## src/rtl/slm_pkg.sv

```systemverilog
// shared constants, register map and carrier types of the status pin lock monitor
package slm_pkg;
    // register indices; the bus places each at four times its index
    localparam int IDX_CTRL3 = 3;
    localparam int IDX_CTRL4 = 4;
    localparam int IDX_STAT21 = 21;
    localparam int ADDR_W = 8;
    localparam logic [ADDR_W-1:0] ADDR_CTRL3 = ADDR_W'(IDX_CTRL3 * 4);
    localparam logic [ADDR_W-1:0] ADDR_CTRL4 = ADDR_W'(IDX_CTRL4 * 4);
    localparam logic [ADDR_W-1:0] ADDR_STAT21 = ADDR_W'(IDX_STAT21 * 4);
    localparam int REG_W = 16;

    // control 3: per-pin vital enables
    localparam int EN0_SEL_BIT = 12;
    localparam int EN0_LOS_BIT = 11;
    localparam int EN0_LCK_BIT = 10;
    localparam int EN1_SEL_BIT = 9;
    localparam int EN1_LOS_BIT = 8;
    localparam int EN1_LCK_BIT = 7;
    localparam logic [REG_W-1:0] CTRL3_WMASK = 16'h1F80;
    localparam logic [REG_W-1:0] CTRL3_RST = 16'h0000;
    // control 4: secondary input enable
    localparam int SEC_EN_BIT = 5;
    localparam logic [REG_W-1:0] CTRL4_WMASK = 16'h0020;
    localparam logic [REG_W-1:0] CTRL4_RST = 16'h0000;
    // status 21: read-only vitals
    localparam int ST_SEL_BIT = 0;
    localparam int ST_LOS_BIT = 1;
    localparam int ST_UNLOCK_BIT = 2;

    localparam logic [1:0] RESP_OKAY = 2'h0;
    localparam logic [1:0] RESP_SLVERR = 2'h2;

    localparam logic [1:0] SI_SPI = 2'h0;
    localparam logic [1:0] SI_I2C = 2'h1;
    localparam logic [1:0] SI_PIN = 2'h2;
    localparam int PRESET_W = 5;

    // lock detector defaults: hold in update cycles, slip threshold in slips
    localparam int LD_HOLD_CYCLES = 1000;
    localparam int LD_SLIP_THRESHOLD = 0;

    typedef struct packed {
        logic sel_ref;
        logic ref_loss;
        logic unlock;
    } slm_vitals_t;

    typedef struct packed {
        logic sel;
        logic los;
        logic lck;
    } slm_pin_en_t;

    typedef enum logic [2:0] {
        SLM_IF_SPI = 3'h1,
        SLM_IF_I2C = 3'h2,
        SLM_IF_PIN = 3'h4
    } slm_if_t;

    typedef enum logic [1:0] {
        SLM_WR_IDLE = 2'h1,
        SLM_WR_RESP = 2'h2
    } slm_wr_state_t;
endpackage : slm_pkg

```

## src/rtl/slm_status_mon.sv

```systemverilog
// status pin routing, lock monitor, interface select and axi4-lite registers
//
// Contract
// - control 3 bits 12:7 route vitals to pins
// - selected reference vital, bits 3.12/3.9
// - reference loss vital, bits 3.11/3.8
// - secondary disabled forces reference loss high
// - unlock vital, bits 3.10/3.7, status 21.2
// - pin lock term inverse of 21.2
// - several enables OR onto a pin
// - pin zero uses bits 12, 11, 10
// - digital detector catches a lone slip; of back-to-back slips only every other one
// - count slips, flag unlock, reset counter
// - sustained large error keeps unlock
// - mid error toggles lock indication
// - tiny error drops lock about 1000 cycles
// - stalled references hold status pin high
// - select input chooses spi, i2c, pin mode
// - pin mode takes presets from five pins
// - writes to read-only bits are ignored
//
// The AXI4-Lite interface to the registers and the register addresses were decided locally.
`timescale 1ns/1ps
module slm_status_mon #(
    parameter int HOLD_CYCLES = slm_pkg::LD_HOLD_CYCLES,
    parameter int SLIP_THRESHOLD = slm_pkg::LD_SLIP_THRESHOLD
) (
    // clock and reset
    input wire logic clk_sys_i,
    input wire logic reset_i,
    // axi4-lite write address and data
    input wire logic [slm_pkg::ADDR_W-1:0] s_axi_awaddr_i,
    input wire logic s_axi_awvalid_i,
    output logic s_axi_awready_o,
    input wire logic [31:0] s_axi_wdata_i,
    input wire logic [3:0] s_axi_wstrb_i,
    input wire logic s_axi_wvalid_i,
    output logic s_axi_wready_o,
    // axi4-lite write response
    output logic [1:0] s_axi_bresp_o,
    output logic s_axi_bvalid_o,
    input wire logic s_axi_bready_i,
    // axi4-lite read
    input wire logic [slm_pkg::ADDR_W-1:0] s_axi_araddr_i,
    input wire logic s_axi_arvalid_i,
    output logic s_axi_arready_o,
    output logic [31:0] s_axi_rdata_o,
    output logic [1:0] s_axi_rresp_o,
    output logic s_axi_rvalid_o,
    input wire logic s_axi_rready_i,
    // clock path observation
    input wire logic phase_detector_update_i,
    input wire logic feedback_update_i,
    input wire logic secondary_clock_input_sel_i,
    input wire logic reference_present_i,
    // interface select and presets
    input wire logic [1:0] interface_select_i,
    input wire logic [slm_pkg::PRESET_W-1:0] preset_select_pins_i,
    output slm_pkg::slm_if_t interface_mode_o,
    output logic [slm_pkg::PRESET_W-1:0] preset_config_o,
    output logic preset_valid_o,
    // status pins
    output logic monitor_out_zero_o,
    output logic monitor_out_one_o
);
    import slm_pkg::*;

    logic [REG_W-1:0] ctrl3_reg;
    logic [REG_W-1:0] ctrl4_reg;
    slm_vitals_t vitals;
    slm_pin_en_t en0;
    slm_pin_en_t en1;
    logic unlock;
    logic reference_loss_flag;
    logic pin0_next;
    logic pin1_next;
    logic [REG_W-1:0] stat21;

    // ---------------- vitals ----------------
    slm_lock_det #(
        .HOLD_CYCLES(HOLD_CYCLES),
        .SLIP_THRESHOLD(SLIP_THRESHOLD)
    ) u_lock_det (
        .clk_sys_i(clk_sys_i),
        .reset_i(reset_i),
        .upd_i(phase_detector_update_i),
        .fb_i(feedback_update_i),
        .unlock_o(unlock),
        .slip_o()
    );

    // loss detection needs the secondary path; without it the flag is stuck high.
    // when both references stall the presence input drops, so the flag holds high
    assign reference_loss_flag = ctrl4_reg[SEC_EN_BIT] ? !reference_present_i : 1'b1;

    always_comb begin
        vitals.sel_ref = secondary_clock_input_sel_i;
        vitals.ref_loss = reference_loss_flag;
        vitals.unlock = unlock;
    end

    always_comb begin
        en0.sel = ctrl3_reg[EN0_SEL_BIT];
        en0.los = ctrl3_reg[EN0_LOS_BIT];
        en0.lck = ctrl3_reg[EN0_LCK_BIT];
        en1.sel = ctrl3_reg[EN1_SEL_BIT];
        en1.los = ctrl3_reg[EN1_LOS_BIT];
        en1.lck = ctrl3_reg[EN1_LCK_BIT];
    end

    // pins carry lock, the inverse of the unlock status bit; several enables OR together
    assign pin0_next = (en0.sel & vitals.sel_ref) | (en0.los & vitals.ref_loss)
        | (en0.lck & !vitals.unlock);
    assign pin1_next = (en1.sel & vitals.sel_ref) | (en1.los & vitals.ref_loss)
        | (en1.lck & !vitals.unlock);

    // registered on update edges so combining never glitches the pins
    always_ff @(posedge clk_sys_i) begin
        if (reset_i) begin
            monitor_out_zero_o <= 1'b0;
            monitor_out_one_o <= 1'b0;
        end else if (phase_detector_update_i) begin
            monitor_out_zero_o <= pin0_next;
            monitor_out_one_o <= pin1_next;
        end
    end

    always_comb begin
        stat21 = '0;
        stat21[ST_SEL_BIT] = vitals.sel_ref;
        stat21[ST_LOS_BIT] = vitals.ref_loss;
        stat21[ST_UNLOCK_BIT] = vitals.unlock;
    end

    // ---------------- interface select ----------------
    // the unused code 11 falls back to serial spi
    always_ff @(posedge clk_sys_i) begin
        if (reset_i) begin
            interface_mode_o <= SLM_IF_SPI;
        end else begin
            case (interface_select_i)
                SI_SPI: interface_mode_o <= SLM_IF_SPI;
                SI_I2C: interface_mode_o <= SLM_IF_I2C;
                SI_PIN: interface_mode_o <= SLM_IF_PIN;
                default: interface_mode_o <= SLM_IF_SPI;
            endcase
        end
    end

    // presets follow the pins only in pin mode; a serial host keeps the last capture
    always_ff @(posedge clk_sys_i) begin
        if (reset_i) begin
            preset_config_o <= '0;
            preset_valid_o <= 1'b0;
        end else if (interface_select_i == SI_PIN) begin
            preset_config_o <= preset_select_pins_i;
            preset_valid_o <= 1'b1;
        end else begin
            preset_valid_o <= 1'b0;
        end
    end

    // ---------------- axi4-lite write ----------------
    slm_wr_state_t wr_state_reg;
    logic aw_held_reg;
    logic w_held_reg;
    logic [ADDR_W-1:0] awaddr_reg;
    logic [31:0] wdata_reg;
    logic [3:0] wstrb_reg;
    logic wr_commit;

    function automatic logic [REG_W-1:0] slm_merge(
        input logic [REG_W-1:0] old_val,
        input logic [31:0] data,
        input logic [3:0] strb,
        input logic [REG_W-1:0] wmask
    );
        logic [REG_W-1:0] lanes;
        lanes = {{8{strb[1]}}, {8{strb[0]}}} & wmask;
        slm_merge = (old_val & ~lanes) | (data[REG_W-1:0] & lanes);
    endfunction : slm_merge

    assign s_axi_awready_o = !aw_held_reg && wr_state_reg == SLM_WR_IDLE;
    assign s_axi_wready_o = !w_held_reg && wr_state_reg == SLM_WR_IDLE;
    assign s_axi_bvalid_o = wr_state_reg == SLM_WR_RESP;
    assign wr_commit = wr_state_reg == SLM_WR_IDLE && aw_held_reg && w_held_reg;

    always_ff @(posedge clk_sys_i) begin
        if (reset_i) begin
            aw_held_reg <= 1'b0;
            awaddr_reg <= '0;
        end else if (s_axi_awvalid_i && s_axi_awready_o) begin
            aw_held_reg <= 1'b1;
            awaddr_reg <= s_axi_awaddr_i;
        end else if (s_axi_bvalid_o && s_axi_bready_i) begin
            aw_held_reg <= 1'b0;
        end
    end

    always_ff @(posedge clk_sys_i) begin
        if (reset_i) begin
            w_held_reg <= 1'b0;
            wdata_reg <= '0;
            wstrb_reg <= '0;
        end else if (s_axi_wvalid_i && s_axi_wready_o) begin
            w_held_reg <= 1'b1;
            wdata_reg <= s_axi_wdata_i;
            wstrb_reg <= s_axi_wstrb_i;
        end else if (s_axi_bvalid_o && s_axi_bready_i) begin
            w_held_reg <= 1'b0;
        end
    end

    always_ff @(posedge clk_sys_i) begin
        if (reset_i) begin
            wr_state_reg <= SLM_WR_IDLE;
            s_axi_bresp_o <= RESP_OKAY;
        end else begin
            case (wr_state_reg)
                SLM_WR_IDLE: begin
                    if (wr_commit) begin
                        wr_state_reg <= SLM_WR_RESP;
                        if (awaddr_reg == ADDR_CTRL3 || awaddr_reg == ADDR_CTRL4
                            || awaddr_reg == ADDR_STAT21) begin
                            s_axi_bresp_o <= RESP_OKAY;
                        end else begin
                            s_axi_bresp_o <= RESP_SLVERR;
                        end
                    end
                end
                SLM_WR_RESP: begin
                    if (s_axi_bready_i) begin
                        wr_state_reg <= SLM_WR_IDLE;
                    end
                end
                default: wr_state_reg <= SLM_WR_IDLE;
            endcase
        end
    end

    // only mask bits take data; status 21 has no storage so writes there vanish
    always_ff @(posedge clk_sys_i) begin
        if (reset_i) begin
            ctrl3_reg <= CTRL3_RST;
        end else if (wr_commit && awaddr_reg == ADDR_CTRL3) begin
            ctrl3_reg <= slm_merge(ctrl3_reg, wdata_reg, wstrb_reg, CTRL3_WMASK);
        end
    end

    always_ff @(posedge clk_sys_i) begin
        if (reset_i) begin
            ctrl4_reg <= CTRL4_RST;
        end else if (wr_commit && awaddr_reg == ADDR_CTRL4) begin
            ctrl4_reg <= slm_merge(ctrl4_reg, wdata_reg, wstrb_reg, CTRL4_WMASK);
        end
    end

    // ---------------- axi4-lite read ----------------
    assign s_axi_arready_o = !s_axi_rvalid_o;

    always_ff @(posedge clk_sys_i) begin
        if (reset_i) begin
            s_axi_rvalid_o <= 1'b0;
            s_axi_rdata_o <= '0;
            s_axi_rresp_o <= RESP_OKAY;
        end else if (s_axi_arvalid_i && s_axi_arready_o) begin
            s_axi_rvalid_o <= 1'b1;
            s_axi_rresp_o <= RESP_OKAY;
            case (s_axi_araddr_i)
                ADDR_CTRL3: s_axi_rdata_o <= {16'h0000, ctrl3_reg};
                ADDR_CTRL4: s_axi_rdata_o <= {16'h0000, ctrl4_reg};
                ADDR_STAT21: s_axi_rdata_o <= {16'h0000, stat21};
                default: begin
                    s_axi_rdata_o <= '0;
                    s_axi_rresp_o <= RESP_SLVERR;
                end
            endcase
        end else if (s_axi_rready_i) begin
            s_axi_rvalid_o <= 1'b0;
        end
    end
endmodule : slm_status_mon

```

## src/rtl/slm_lock_det.sv

```systemverilog
// digital cycle-slip lock detector running on update-cycle enables
`timescale 1ns/1ps
module slm_lock_det #(
    parameter int HOLD_CYCLES = slm_pkg::LD_HOLD_CYCLES,
    parameter int SLIP_THRESHOLD = slm_pkg::LD_SLIP_THRESHOLD
) (
    // clock and reset
    input wire logic clk_sys_i,
    input wire logic reset_i,
    // phase detector edges
    input wire logic upd_i,
    input wire logic fb_i,
    // lock result
    output logic unlock_o,
    output logic slip_o
);
    import slm_pkg::*;
    localparam int HW = $clog2(HOLD_CYCLES + 1);
    localparam int CW = $clog2(SLIP_THRESHOLD + 2);
    localparam logic [HW-1:0] HOLD_LOAD = HW'(HOLD_CYCLES);
    localparam logic [CW-1:0] THR = CW'(SLIP_THRESHOLD);

    logic signed [2:0] phase_reg;
    logic [CW-1:0] slip_cnt_reg;
    logic [HW-1:0] hold_reg;
    logic slip;

    // two edges of one kind with none of the other between them is one slipped cycle
    always_comb begin
        slip = 1'b0;
        if (upd_i && !fb_i && phase_reg == 3'sd1) begin
            slip = 1'b1;
        end else if (fb_i && !upd_i && phase_reg == -3'sd1) begin
            slip = 1'b1;
        end
    end
    assign slip_o = slip;

    always_ff @(posedge clk_sys_i) begin
        if (reset_i || slip) begin
            phase_reg <= 3'sd0;
        end else if (upd_i && !fb_i) begin
            // only the last edge kind is kept; a running sum would hide a lone
            // slip whenever the loop settled with feedback leading
            phase_reg <= 3'sd1;
        end else if (fb_i && !upd_i) begin
            phase_reg <= -3'sd1;
        end
    end

    // slips are counted; passing the threshold flags unlock and clears the count
    always_ff @(posedge clk_sys_i) begin
        if (reset_i) begin
            slip_cnt_reg <= '0;
            hold_reg <= HOLD_LOAD;
            unlock_o <= 1'b1;
        end else if (slip && slip_cnt_reg >= THR) begin
            slip_cnt_reg <= '0;
            hold_reg <= HOLD_LOAD;
            unlock_o <= 1'b1;
        end else begin
            if (slip) begin
                slip_cnt_reg <= slip_cnt_reg + CW'(1);
            end
            // unlock lasts a full hold of clean update cycles, so a lone slip
            // shows as one high pulse and frequent slips keep it high
            if (upd_i && hold_reg != '0) begin
                hold_reg <= hold_reg - HW'(1);
            end
            if (upd_i && hold_reg == HW'(1)) begin
                unlock_o <= 1'b0;
            end
        end
    end
endmodule : slm_lock_det

```

## config.mk

```make
export PLATFORM = sky130hd
export DESIGN_NAME = slm_status_mon
export DESIGN_NICKNAME = d
export VERILOG_FILES = /design/src/rtl/slm_pkg.sv /design/src/rtl/slm_status_mon.sv /design/src/rtl/slm_lock_det.sv
export SDC_FILE = /design/constraint.sdc
export NUM_CORES = 1
export LEC_CHECK = 0
export BUFFER_PORTS_ARGS = -buffer_cell sky130_fd_sc_hd__buf_2
export CAP_MARGIN = 20
export CORE_MARGIN = 4
export CORE_UTILIZATION = 33
export CTS_BUF_LIST = sky130_fd_sc_hd__clkbuf_8
export DETAILED_ROUTE_END_ITERATION = 10
export PLACE_DENSITY_LB_ADDON = 0.1
export SETUP_SLACK_MARGIN = 0.15
export SLEW_MARGIN = 5
export SYNTH_ARGS = -nofsm -noshare
export SYNTH_HDL_FRONTEND = slang
export SYNTH_HIERARCHICAL = 1
export SYNTH_SLANG_ARGS = --single-unit
```

## constraint.sdc

```tcl
create_clock -name clk_sys_i -period 1.8 [get_ports clk_sys_i]
set_clock_uncertainty 0.15 [all_clocks]
set_input_delay 0.09 -clock clk_sys_i [delete_from_list [all_inputs] [get_ports clk_sys_i]]
set_output_delay 0.09 -clock clk_sys_i [all_outputs]
set_load 0.005 [all_outputs]
```

==> results.cfg, run 1 <==
[sta]
rsz0062_at_grt = yes
timing.fmax_mhz = 557
fin_tns_setup_ns = 0
finalWorstSetupSlack_ns = 0.00495
finalSetupViolCount = 0
maxSlewViolCount = 0
hold_viol = 0
fin_crit_ns = 1.80
min_period_over_period_pct = 99.7

[placed_design]
placedInstanceArea_sq_mm = 0.00350
dp.cells = 517
place_congestion = 0.759
place.port_buffers = 70
dpl_worst_slack_ns = 0.0186
dp_hpwl_mm = 5.23

[power]
leakage_nw = 1.80
ir_worst_vdd_mv = 0.464
powerDensity_mw_per_mm2 = 805
p_total_mw = 3.40

[logic_synthesis]
syn_inst = 340
yosys.area.top_type = dfxtp_1
synth-seq-area-share_pct = 42.5
async_flop_share_pct = 0
synthTopCellsByArea = dfxtp_1, mux2i_1, nand2_1, buf_4, a21oi_1
synth-edff-count = 0
synth.cell_area_sq_mm = 0.00301
synth-main-ff-cell = dfxtp_1
synth.top_cell.area_share_pct = 42.5
synthDistinctLibCells = 50
synth.avg_cell_area_sq_um = 8.86
synth_seq_cells = 64
yosysMostFrequentCell = dfxtp_1
synth_commonest_cells = dfxtp_1, nand2_1, a21oi_1
yosysWarnings = 6

[die]
die_x_um = 104
dieArea_sq_mm = 0.0107
core-area_sq_mm = 0.00881
initial_core_util_pct = 34.2
rows = 34
die_h_um = 104
io_pins = 122

[route]
firstDrtPassIters = 4
postRouteAntennaNets = 0
wirelength_mm = 7.25
drtIter0Drc = 46
wl_per_cell_um = 12.5
via_count = 2664
viasPerCell = 4.59
drc_errors = 0

[clock_network]
root_buffer = clkbuf_8
h-tree-depth = 3
clk_latency_ns = 0.33
cts_tree = yes
numCtsBuffers = 9
clock_path_buffers = 2
numClockSinks = 64
clk_pin_slew_ns = 0.07

[status]
status = completed

[hold_path]
hold_path.class = in2reg

[layout]
final_layout_size_suffix_gt1_share_pct = 30.2
design_area_sq_mm = 0.00423
nFillCells = 901
diodes = 0
fin_cells = 581
layout.nets = 544
area.growth.synth_to_final_pct = 40.3

[worst_setup_path]
r2r_slack_ns = 0.005
cp.arrival_ns = 1.87
required_ns = 1.87
endpoint = u_lock_det/hold_reg[0]
startpoint_type = flop
reg2reg_depth = 6
rr_endpoint = u_lock_det/hold_reg[0]
endpoint_kind = flop
critPathLaunch = u_lock_det/hold_reg[1]
critPathKind = reg2reg
cp_max_fo = 5
rr_startpoint = u_lock_det/hold_reg[1]

[global_routing]
grt_pass1_vias = 2677
grt_max_degree = 19
grt_pass1_wl_mm = 12.3
grtUsageTotal_pct = 13.8
antenna_found_initial = 0
overflow = 0

[job]
max-cap-violations = 0
## report_power, final
part | internal (mW) | switching, mW | total, mW
clock | 0.770 | 0.559 | 1.33
sequential | 1.48 | 0.0556 | 1.54
combinational | 0.282 | 0.250 | 0.532
total | 2.54 | 0.864 | 3.40
## routing by layer
layer	GRT usage [%]	vias up	wire length, um
met2	23.1	68	3410
met1	17.5	1208	3370
met3	3.11	9	382
li1	-	1379	-
met5	0	-	0
met4	4.84	0	89
## worst max-delay path, stage by stage, from the launching register on
cell     delay, ns
dfxtp_2       0.33
inv_2         0.07
ha_4          0.14
or4b_4        0.51
o31ai_4       0.29
xnor2_2       0.16
nor2_2        0.05
## logic make-up (layout without fill, tap and decap cells)
logic type               after synthesis  count (layout)  synth area share [%]
adder cells (fa/ha/maj)                6               6                  2.49
other                                  1              24                 0.125
multiplexers                          22              22                  7.35
XOR/XNOR                               4               4                  1.16
AO/OA/AOI/OAI                         46              46                  9.85
AND/OR/NAND/NOR                      145             145                  26.8
buffers and inverters                 52             162                  9.68
flip-flops                            64              64                  42.5
## through the flow
stage / utilization [%] / hold WS [ns]
finish: 48.0 / 0.0222
global route: 48.0 / 0.0513
CTS: 47.5 / 0.00105
detailed placement: 39.7 / 0.186
global placement: 39.7 / 0.173
floorplan: - / 0.0487
## layout make-up
| cell class | count | area, sq um | area share, % |
|---|---|---|---|
| clock buffers | 9 | 124 | 2.93 |
| clock inverters | 7 | 87.6 | 2.07 |
| inverters | 12 | 45.0 | 1.07 |
| multi-input cells | 247 | 1620 | 38.2 |
| flip-flops and latches | 64 | 1290 | 30.5 |
| well taps | 108 | 135 | 3.20 |
| repair buffers | 134 | 931 | 22.0 |
## repair_timing
action	4_1_cts	5_1_grt
pin swaps	9	8
endpoints found under the setup margin	12	17
hold buffers	37	0
hold endpoints to repair	35	0
gates resized for setup	4	9
buffers inserted	10	1
## placed cells by master, fill, tap and decap left out, drive strengths merged, types with 3 or more instances in the layout
cell,netlist,final
nor2,23,23
nand2,55,55
ha,6,6
dfxtp,64,64
nor2b,7,7
mux2i,21,21
nand3,3,3
a21oi,29,29
o211ai,4,4
clkinv,0,4
nand2b,5,5
and2,9,9
nand4b,4,4
or4,3,3
a311oi,3,3
conb,1,24
dlygate4sd3,0,37
nor4,7,7
buf,28,97
nand4,10,10
xor2,3,3
inv,12,13
nor3b,3,3
clkbuf,12,9
## how the worst min path moves through the flow
stage / slack (ns) / to / start / depth (start not counted)
finish: 0.02 / u_lock_det/phase_reg[1] / phase_detector_update_i / 3
global route: 0.05 / interface_mode_o[1] / interface_select_i[1] / 4
CTS: 0.001 / u_lock_det/phase_reg[1] / phase_detector_update_i / 3
detailed placement: 0.19 / awaddr_reg[4] / s_axi_awaddr_i[4] / 3
global placement: 0.17 / preset_config_o[1] / preset_select_pins_i[1] / 3
floorplan: 0.05 / monitor_out_zero_o / phase_detector_update_i / 1
No activity file was read; power rests on OpenSTA's default activity.
==> run 2: changes to the inputs <==
--- a/config.mk
+++ b/config.mk
@@ -11,7 +11,7 @@
 export CORE_UTILIZATION = 33
 export CTS_BUF_LIST = sky130_fd_sc_hd__clkbuf_8
 export DETAILED_ROUTE_END_ITERATION = 10
-export PLACE_DENSITY_LB_ADDON = 0.1
+export PLACE_DENSITY = 0.68
 export SETUP_SLACK_MARGIN = 0.15
 export SLEW_MARGIN = 5
 export SYNTH_ARGS = -nofsm -noshare
==> results.cfg, run 2 (same netlist as run 1, synthesis figures left out) <==
[status]
status = completed

[clock_network]
root_buffer = clkbuf_8
cts_tree = yes
clk_pin_slew_ns = 0.07
clock_path_buffers = 2
numClockSinks = 64
clk_latency_ns = 0.34
numCtsBuffers = 9
h-tree-depth = 3

[hold_path]
hold_start = secondary_clock_input_sel_i
hold_path.class = in2reg

[worst_setup_path]
startpoint_type = flop
path_buf_inv = 1
rr_startpoint = u_lock_det/hold_reg[1]
critPathKind = reg2reg
crit_family = simple AND/OR/NAND/NOR gates
critPathLaunch = u_lock_det/hold_reg[1]
cp_max_fo = 5
slowest_stage = or4b_4
cp_cell_sequence = inv_2 -> ha_4 -> or4b_4 -> o31ai_4 -> xnor2_1 -> nor2_2
endpoint_kind = flop
required_ns = 1.88
cp.arrival_ns = 1.86
max_stage_delay_ns = 0.51

[power]
leakage_nw = 1.73
p_clk_share_pct = 34.2
ir_worst_vdd_mv = 0.363
seq_power_share_pct = 49.3
switchingPower_uw = 876
internal_power_mw = 2.24
combPwrFrac_pct = 16.4
powerDensity_mw_per_mm2 = 754
sw_frac_of_total_pct = 28.1

[placed_design]
place.port_buffers = 70
placedInstanceArea_sq_mm = 0.00349
dp_hpwl_mm = 5.10
place_congestion = 0.876
dp.cells = 517

[die]
die_x_um = 104
io_pins = 122
initial_core_util_pct = 34.2
dieArea_sq_mm = 0.0107
core-area_sq_mm = 0.00881
rows = 34
die_h_um = 104

[layout]
final_cell_mix = buf_2, dfxtp_1, nand2_1
final_layout_size_suffix_gt1_share_pct = 29.8
fin_cells = 575
design_area_sq_mm = 0.00413
final_common_cell = buf_2
area.growth.synth_to_final_pct = 37.3
layout.nets = 538
diodes = 0

[route]
firstDrtPassIters = 4
wirelength_mm = 7.40
wl_per_cell_um = 12.9
postRouteAntennaNets = 0
via_count = 2714
drc_errors = 0
viasPerCell = 4.72
drtIter0Drc = 212

[sta]
rsz0062_at_grt = yes
min_period_over_period_pct = 98.7
finalSetupViolCount = 0
maxSlewViolCount = 0
hold_viol = 0
timing.fmax_mhz = 563
fin_crit_ns = 1.78

[global_routing]
grt_pass1_wl_mm = 12.0
grt_max_degree = 25
overflow = 0
grt_pass1_vias = 2623
grtUsageTotal_pct = 13.5
antenna_found_initial = 0

[job]
max-cap-violations = 0
run 2: changes by cell type in the layout (fill, tap and decap cells not counted), sizes merged:
cell	delta
clkinv	-1
clkinvlp	+4
buf	-4
inv	-1
bufinv	-2
dlygate4sd3	-2
run 2: layout make-up:
class / instances / area [sq um]
Fill cell: 846 / 4670
Multi-Input combinational cell: 247 / 1610
Sequential cell: 64 / 1290
Timing Repair Buffer: 128 / 881
Tap cell: 108 / 135
Clock buffer: 9 / 124
Clock inverter: 7 / 48.8
Inverter: 12 / 45.0
run 2: final timing paths:
path | to | slack (ns) | depth (start not counted)
setup / recovery | u_lock_det/hold_reg[0] | 0.02 | 6
hold / removal | monitor_out_zero_o | 0.008 | 3
setup reg to reg | u_lock_det/hold_reg[0] | 0.02 | 6
hold reg to reg | s_axi_rdata_o[0] | 0.31 | 2
run 2: power by group through the flow:
stage	Sequential, mW	Combinational, mW	Clock [mW]
floorplan	1.56	0.289	0
global placement	1.57	0.386	0
detailed placement	1.57	0.400	0
CTS	1.53	0.490	1.11
global route	1.55	0.569	1.17
finish	1.54	0.512	1.07
run 2: through the flow:
step	setup WS [ns]	util, %	setup TNS [ns]	total power, mW	hold slack, ns
final	0.0240	46.9	0	3.12	0.00803
after global routing	-0.0490	46.9	-0.111	3.29	0.00773
after CTS	0.0321	46.3	0	3.13	0.00164
after detailed placement	-0.00874	39.6	-0.00874	1.97	0.186
after global placement	0.0205	39.6	0	1.95	0.172
after floorplan	0.0591	-	0	1.85	0.0487
run 2: per-layer routing:
layer	up-vias	share of wire [%]	global-route usage, %
met2	90	48	21.8
met4	0	1.4	6.08
met5	-	0	0
li1	1370	-	-
met1	1242	44	16.3
met3	12	6.7	4.42
run 2: worst register-to-register path, stage by stage (launching register included):
cell	delay, ns
dfxtp_2	0.32
inv_2	0.07
ha_4	0.13
or4b_4	0.51
o31ai_4	0.27
xnor2_1	0.18
nor2_2	0.04
run 2: what timing repair did:
action                     4_1_cts  5_1_grt
buffers inserted                 5        2
hold buffers                    35        0
pin swaps                        3        5
hold endpoints to repair        35        0
setup endpoints to repair       13       16
gates resized for setup          4       10
